File: src/core/rsm_pkg.sv
/*
 * Constants and types shared by the reset strap capture block.
 * Assumes one 100 MHz clock and a synchronous, active-high reset.
 */
package rsm_pkg;
   // Strap pin count and positions in the pin vectors
   localparam int STRAP_COUNT = 7;
   localparam int PIN_BOOT_MEM_SEL = 0;   // boot_memory_select_pin
   localparam int PIN_BUS_MASTER = 1;     // bus_master_pin
   localparam int PIN_TIMER_ZERO = 2;     // timer_zero_expired_pin
   localparam int PIN_BUS_LOCK = 3;       // bus_lock_pin
   localparam int PIN_LINK_ONE_DONE = 4;  // link_one_block_done_out
   localparam int PIN_TEST_TWO = 5;
   localparam int PIN_TEST_THREE = 6;

   // Default levels and pad pulls while reset is active
   localparam logic [6:0] STRAP_DEFAULT = 7'h70;
   localparam logic [6:0] PULLUP_RESET_MASK = 7'h70;
   localparam logic [6:0] PULLDOWN_RESET_MASK = 7'h0f;
   // Pads kept on a pull-up once normal functions resume
   localparam logic [6:0] PULLUP_NORMAL_MASK = 7'h09;

   // Pin hand-back delay after the capture edge
   localparam int CLK_PERIOD_NS = 10;
   localparam int RELEASE_TIME_NS = 30;
   localparam int RELEASE_CYCLES_INT =
      (RELEASE_TIME_NS + CLK_PERIOD_NS - 1) / CLK_PERIOD_NS;
   localparam logic [3:0] RELEASE_CYCLES = RELEASE_CYCLES_INT[3:0];

   // Link receive widths
   localparam logic [2:0] LINK_WIDTH_NARROW = 3'h1;
   localparam logic [2:0] LINK_WIDTH_WIDE = 3'h4;

   // Register offsets and reset values
   localparam logic [7:0] OFS_SYSTEM_CONFIG = 8'h00;
   localparam logic [7:0] OFS_SDRAM_CONFIG = 8'h04;
   localparam logic [7:0] OFS_STRAP_STATUS = 8'h08;
   localparam logic [31:0] SYSTEM_CONFIG_RESET = 32'h0000_0000;
   localparam logic [31:0] SDRAM_CONFIG_RESET = 32'h0000_0000;

   // Captured strap levels, one bit per strap
   typedef struct packed {
      logic [2:0] test_level;   // Three factory test straps
      logic cfg_always_wr;      // config_reg_write_policy_strap
      logic link_rx_wide;       // link_rx_width_strap
      logic irq_edge_en;        // interrupt_enable_strap
      logic boot_wait;          // boot_source_strap
   } rsm_mode_s;

   localparam rsm_mode_s MODE_DEFAULT = rsm_mode_s'(STRAP_DEFAULT);
endpackage

File: src/core/rsm_strap_capture.sv
/*
 * Reset strap capture: samples the shared strap pins around reset,
 * latches the operating modes and guards the two config registers.
 * Assumes the pads resolve pin_in from pulls and drivers, and that
 * the core supplies normal-function drive on func_out/func_oe_n.
 */
// Chosen here: the register offsets and the plain strobed port.
// Contract
// - While in reset the strap inputs are sampled and the captured levels select the modes.
// - A strap left undriven is captured at the default set by its internal pull.
// - Boot strap 0 boots from EPROM at once, 1 idles awaiting an external boot.
// - Interrupt strap 0 leaves the four lines disabled and level, 1 enables them edge-sensitive.
// - Link width strap 0 gives 1-bit receive width, 1 gives 4-bit.
// - Write-policy strap 0 allows one write per config register after reset, 1 allows any.
// - Straps latch on the reset release edge and the pins then return to normal use.
`timescale 1ns/1ns
module rsm_strap_capture (
   input wire logic clk,
   input wire logic rst,
   input wire logic [rsm_pkg::STRAP_COUNT-1:0] pin_in,
   output logic [rsm_pkg::STRAP_COUNT-1:0] pin_out,
   output logic [rsm_pkg::STRAP_COUNT-1:0] pin_oe_n,
   output logic [rsm_pkg::STRAP_COUNT-1:0] pull_up_en,
   output logic [rsm_pkg::STRAP_COUNT-1:0] pull_down_en,
   input wire logic [rsm_pkg::STRAP_COUNT-1:0] func_out,
   input wire logic [rsm_pkg::STRAP_COUNT-1:0] func_oe_n,
   output rsm_pkg::rsm_mode_s mode,
   output logic mode_valid,
   output logic pins_released,
   output logic boot_from_eprom,
   output logic boot_wait_external,
   output logic irq_enable,
   output logic irq_edge_sense,
   output logic [2:0] link_rx_width,
   output logic test_strap_fault,
   input wire logic [7:0] addr,
   input wire logic [31:0] wdata,
   input wire logic wr,
   input wire logic rd,
   output logic [31:0] rdata,
   output logic [31:0] system_config,
   output logic [31:0] sdram_config
);
   import rsm_pkg::*;

   logic [STRAP_COUNT-1:0] sync1;
   logic [STRAP_COUNT-1:0] sync2;
   logic was_rst;
   logic next_was_rst;
   rsm_mode_s next_mode;
   logic next_mode_valid;
   logic [3:0] release_cnt;
   logic [3:0] next_release_cnt;
   logic next_pins_released;
   logic [STRAP_COUNT-1:0] next_pin_out;
   logic [STRAP_COUNT-1:0] next_pin_oe_n;
   logic [STRAP_COUNT-1:0] next_pull_up_en;
   logic [STRAP_COUNT-1:0] next_pull_down_en;
   logic sys_written;
   logic sdr_written;
   logic next_sys_written;
   logic next_sdr_written;
   logic [31:0] next_system_config;
   logic [31:0] next_sdram_config;
   logic [31:0] next_rdata;
   logic capture_edge;

   // Write permission under the latched policy
   function automatic logic write_allowed(input logic valid,
                                          input logic always_wr,
                                          input logic written);
      write_allowed = valid && (always_wr || !written);
   endfunction

   // Pin synchroniser, free running so it tracks pins during reset
   always_ff @(posedge clk) begin
      sync1 <= pin_in;
      sync2 <= sync1;
   end

   // First cycle out of reset is the capture edge
   assign capture_edge = was_rst && !rst;

   // Capture and hold of the strap levels, then pin hand-back
   always_comb begin
      next_was_rst = rst;
      next_mode = mode;
      next_mode_valid = mode_valid;
      next_release_cnt = release_cnt;
      next_pins_released = pins_released;
      if (rst) begin
         next_mode = MODE_DEFAULT;
         next_mode_valid = 1'b0;
         next_release_cnt = 4'h0;
         next_pins_released = 1'b0;
      end else if (capture_edge) begin
         next_mode = rsm_mode_s'(sync2);
         next_mode_valid = 1'b1;
         next_release_cnt = RELEASE_CYCLES;
      end else if (release_cnt != 4'h0) begin
         next_release_cnt = release_cnt - 4'h1;
         if (release_cnt == 4'h1) begin
            next_pins_released = 1'b1;
         end
      end
      // Otherwise mode stays untouched until the next reset
   end

   always_ff @(posedge clk) begin
      was_rst <= next_was_rst;
      mode <= next_mode;
      mode_valid <= next_mode_valid;
      release_cnt <= next_release_cnt;
      pins_released <= next_pins_released;
   end

   // Pad drive and pulls: quiet with strap pulls until hand-back
   always_comb begin
      if (next_pins_released) begin
         next_pin_out = func_out;
         next_pin_oe_n = func_oe_n;
         next_pull_up_en = PULLUP_NORMAL_MASK;
         next_pull_down_en = '0;
      end else begin
         next_pin_out = '0;
         next_pin_oe_n = '1;
         next_pull_up_en = PULLUP_RESET_MASK;
         next_pull_down_en = PULLDOWN_RESET_MASK;
      end
   end

   always_ff @(posedge clk) begin
      pin_out <= next_pin_out;
      pin_oe_n <= next_pin_oe_n;
      pull_up_en <= next_pull_up_en;
      pull_down_en <= next_pull_down_en;
   end

   // Mode outputs toward boot, interrupt and link logic
   assign boot_from_eprom = mode_valid && !mode.boot_wait;
   assign boot_wait_external = mode_valid && mode.boot_wait;
   assign irq_enable = mode.irq_edge_en;
   assign irq_edge_sense = mode.irq_edge_en;
   assign link_rx_width = mode.link_rx_wide ? LINK_WIDTH_WIDE
                                            : LINK_WIDTH_NARROW;
   // Flags a board that overdrove a test strap
   assign test_strap_fault = mode_valid && (mode.test_level != 3'h7);

   // Config registers with the latched write policy, and read port
   always_comb begin
      next_system_config = system_config;
      next_sdram_config = sdram_config;
      next_sys_written = sys_written;
      next_sdr_written = sdr_written;
      next_rdata = 32'h0000_0000;
      if (rst) begin
         next_system_config = SYSTEM_CONFIG_RESET;
         next_sdram_config = SDRAM_CONFIG_RESET;
         next_sys_written = 1'b0;
         next_sdr_written = 1'b0;
      end else if (wr) begin
         if (addr == OFS_SYSTEM_CONFIG &&
             write_allowed(mode_valid, mode.cfg_always_wr,
                           sys_written)) begin
            next_system_config = wdata;
            next_sys_written = 1'b1;
         end
         if (addr == OFS_SDRAM_CONFIG &&
             write_allowed(mode_valid, mode.cfg_always_wr,
                           sdr_written)) begin
            next_sdram_config = wdata;
            next_sdr_written = 1'b1;
         end
      end else if (rd) begin
         unique case (addr)
            OFS_SYSTEM_CONFIG: next_rdata = system_config;
            OFS_SDRAM_CONFIG: next_rdata = sdram_config;
            OFS_STRAP_STATUS: next_rdata = {20'h0, test_strap_fault,
               sdr_written, sys_written, pins_released, mode_valid,
               mode};
            default: next_rdata = 32'h0000_0000;
         endcase
      end
   end

   always_ff @(posedge clk) begin
      system_config <= next_system_config;
      sdram_config <= next_sdram_config;
      sys_written <= next_sys_written;
      sdr_written <= next_sdr_written;
      rdata <= next_rdata;
   end
endmodule // rsm_strap_capture

File: config.mk
export PLATFORM = sky130hd
export DESIGN_NAME = rsm_strap_capture
export DESIGN_NICKNAME = d
export VERILOG_FILES = /design/src/core/rsm_pkg.sv /design/src/core/rsm_strap_capture.sv
export SDC_FILE = /design/constraint.sdc
export NUM_CORES = 1
export LEC_CHECK = 0
export BUFFER_PORTS_ARGS = -buffer_cell sky130_fd_sc_hd__buf_2
export CAP_MARGIN = 0
export CORE_MARGIN = 2
export CORE_UTILIZATION = 50
export CTS_CLUSTER_DIAMETER = 40
export DETAILED_ROUTE_END_ITERATION = 16
export PLACE_DENSITY_LB_ADDON = 0.08
export SLEW_MARGIN = 20
export SYNTH_ARGS = -nofsm -noshare
export SYNTH_HDL_FRONTEND = slang
export SYNTH_SLANG_ARGS = --single-unit
File: constraint.sdc
create_clock -name clk -period 3.25 [get_ports clk]
set_input_delay 0.325 -clock clk [delete_from_list [all_inputs] [get_ports clk]]
set_output_delay 0.325 -clock clk [all_outputs]
set_load 0.02 [all_outputs]
==> flow_metrics.py <==
metrics = {
    "clock_tree": {
        "cts_sinks": 141,
        "cts_buffer_depth": 2,
        "cts-buffers-inserted": 17,
        "cts_resized": 0,
        "cts_tree": "done",
        "post-cts-setup-buffers": 0,
        "cts_root_buffer": "clkbuf_8",
        "htreeDepth": 4,
        "insertion_delay_ns": 0.51,
        "clk_pin_slew_ns": 0.06,
    },
    "hold_path": {
        "hp-class": "in -> reg",
        "hp-start": "wdata[25]",
    },
    "placed_design": {
        "dpl-instance-area_um2": 6063,
        "hpwlAfterDp_mm": 8.688,
        "pre_cts_ws_ns": 0.9777,
        "gp_congestion": 0.8101,
        "io_buffers": 199,
        "dp_cells": 808,
    },
    "final_layout": {
        "area_growth_pct": 34.95,
        "layout.nets": 782,
        "fin_area_um2": 6918,
        "final_cells": 861,
        "drive_gt1_share_pct": 36.81,
        "diodes": 0,
        "nFillCells": 790,
        "postLayoutCoreUtil_pct": 70.13,
    },
    "floorplan": {
        "initial_core_util_pct": 51.97,
        "die_w_um": 105.3,
        "core_area_um2": 9864,
        "io_pins": 206,
        "rows": 36,
        "dieArea_um2": 11080,
        "die_h_um": 105.3,
    },
    "power": {
        "ir_drop_v": 0.0004726,
        "sw_frac_of_total_pct": 21.80,
        "clockPowerShare_pct": 50.4,
        "internal-power_mw": 3.207,
        "p_switching_uw": 894.2,
        "power_density_nw_per_um2": 592.8,
        "p_leak_nw": 3.352,
        "seq_power_share_pct": 43.5,
        "power_mw": 4.101,
        "comb_power_share_pct": 6.0,
    },
    "timing": {
        "period_minus_slack_ns": 2.164,
        "finalWorstSetupSlack_ns": 1.086,
        "final_max_slew_viol_count": 0,
        "finalSetupViolations": 0,
        "fmax_mhz": 462.2,
        "fin_worst_skew_ns": 0.006174,
        "grt_setup_unrepaired": "false",
        "post-route-period-util_pct": 66.58,
        "setup_tns_ns": 0,
        "max_slew_margin_pct": 32.16,
        "worst_pin_slew_ns": 1.015,
        "final-hold-violation-count": 0,
        "holdWs_ns": 0.06318,
    },
    "logic_synthesis": {
        "synth_area_leaders": "dfxtp_1 55%, mux2i_1 13%, nor2_1 6.6%",
        "syn_inst": 513,
        "ys_warn_count": 0,
        "avgSynthCellArea_um2": 9.993,
        "ys_seq_area_share_pct": 55.06,
        "async_flop_share_pct": 0,
        "ys_types": 34,
        "netlist.area_leader.share_pct": 55.06,
        "syn_area_um2": 5126,
        "synth_area_leader_cell": "dfxtp_1",
        "synth_edf_count": 0,
        "synth-main-ff-cell": "dfxtp_1",
        "ys_ff_latch": 141,
    },
    "worst_setup_path": {
        "r2r-start": "was_rst",
        "worstSetupPathType": "reg -> reg",
        "crit_start": "was_rst",
        "crit_fanout": 16,
        "arrival_ns": 2.57,
        "start_kind": "flip-flop",
        "crit_path_end_kind": "flip-flop",
        "worstPathRequired_ns": 3.65,
    },
    "drt": {
        "drt-pass1-iter-count": 5,
        "antenna_left": 0,
        "via_per_inst": 4.926,
        "wl_per_cell_um": 15.30,
        "drtIter0Drc": 169,
        "drc_errors": 0,
        "routed_wirelength_mm": 13.17,
        "vias": 4241,
    },
    "run_status": {
        "status": "finished, final reports clean",
    },
    "grt": {
        "first_global_vias": 4143,
        "grt-ovfl-total": 0,
        "grt_usage_pct": 24.44,
        "grt_max_degree": 47,
        "grt_pass1_wl_mm": 21.25,
        "grt_antenna_before_repair": 0,
    },
    "job": {
        "cap_viol_max_count": 0,
    },
}
==> state kept, by name, indices dropped and copies added, names as in the netlist, 4 cells and up <==
| name | cells |
|---|---|
| rdata | 32 |
| sdram_config | 32 |
| system_config | 32 |
| pin_oe_n | 7 |
| pin_out | 7 |
| sync1 | 7 |
| sync2 | 7 |
| mode | 6 |
| release_cnt | 4 |
==> layer usage <==
layer / global-route usage (%) / part of all wire (%) / vias up
met4: 8.381 / 1.4 / 0
met3: 6.617 / 6.3 / 15
met2: 41.57 / 50 / 149
met1: 29.80 / 43 / 2007
li1: - / - / 2070
met5: 0 / 0 / -
==> logic make-up (layout without fill, tap and decap cells) <==
group / count (synthesis) / in the layout / share of synthesized area (%)
AND/OR/NAND/NOR: 192 / 192 / 16.45
adder cells (fa/ha/maj): 2 / 2 / 0.4881
other: 1 / 6 / 0.07315
AO/OA/AOI/OAI: 54 / 54 / 8.055
XOR/XNOR: 1 / 1 / 0.1709
multiplexers: 69 / 69 / 13.47
flip-flops: 141 / 141 / 55.06
buffers and inverters: 53 / 263 / 6.224
==> Yosys cell counts (2+ instances only) <==
library cell    n
nand2_1        65
a31oi_1         2
nor2b_1         4
buf_6           7
ha_1            2
a211o_1         3
a21oi_2        28
or3_1           7
and2_1          8
nand2b_1        2
a21oi_1        19
nand3_1         2
dfxtp_1       141
inv_1           6
mux2i_1        69
nor3b_1         3
nor3_1          2
clkbuf_1       19
nor2_1         90
buf_2           3
nand3b_1        2
buf_4          17
==> worst max-delay path, cell delays in order, from the launching register on <==
cell     delay, ns
dfxtp_1       0.74
nor2_1        0.11
a31oi_1       0.63
nor2_1        0.32
and2_1        0.26
==> power groups by stage <==
stage | Combinational (mW) | Clock, mW | Sequential, mW
floorplan | 0.135 | 0 | 1.83
global placement | 0.222 | 0 | 1.82
detailed placement | 0.226 | 0 | 1.82
CTS | 0.247 | 2.11 | 1.78
global route | 0.269 | 2.18 | 1.79
finish | 0.248 | 2.07 | 1.78
==> layout by cell type (no fill, tap or decap), types with 2 or more instances in the layout <==
master | netlist | routed
buf_2 | 3 | 198
dfxtp_1 | 141 | 141
nor2_1 | 90 | 90
mux2i_1 | 69 | 69
nand2_1 | 65 | 65
a21oi_2 | 28 | 28
dlygate4sd3_1 | 0 | 21
a21oi_1 | 19 | 19
clkbuf_16 | 0 | 16
and2_1 | 8 | 8
or3_1 | 7 | 7
inv_1 | 6 | 6
conb_1 | 1 | 6
bufinv_16 | 0 | 5
buf_4 | 17 | 5
nor2b_1 | 4 | 4
clkinvlp_4 | 0 | 4
nor3b_1 | 3 | 3
a211o_1 | 3 | 3
a31oi_1 | 2 | 2
nand2b_1 | 2 | 2
nand3b_1 | 2 | 2
nand3_1 | 2 | 2
nor3_1 | 2 | 2
ha_1 | 2 | 2
clkbuf_8 | 0 | 2
clkinv_4 | 0 | 2
clkinv_2 | 0 | 2
==> what timing repair did <==
item                                    4_1_cts  5_1_grt
hold buffers                                 21        0
endpoints found under the hold margin        21        0
endpoints found under the setup margin        0        0
==> layout make-up <==
cell class / instances / area, µm² / area share [%]
Tap cell: 133 / 166.4 / 2.406
Clock inverter: 14 / 216.5 / 3.129
Sequential cell: 141 / 2823 / 40.80
Clock buffer: 18 / 427.9 / 6.186
Timing Repair Buffer: 225 / 1259 / 18.20
Multi-Input combinational cell: 324 / 2003 / 28.96
Inverter: 6 / 22.52 / 0.3256
==> final timing paths <==
check	end	slack [ns]	depth (start not counted)
worst min register to register	sync2[0]	0.33	0
worst max register to register	pin_out[1]	1.09	4
worst max-delay path	pin_out[1]	1.09	4
worst min-delay path	system_config[25]	0.06	3
(Power assumes the default switching activity.)
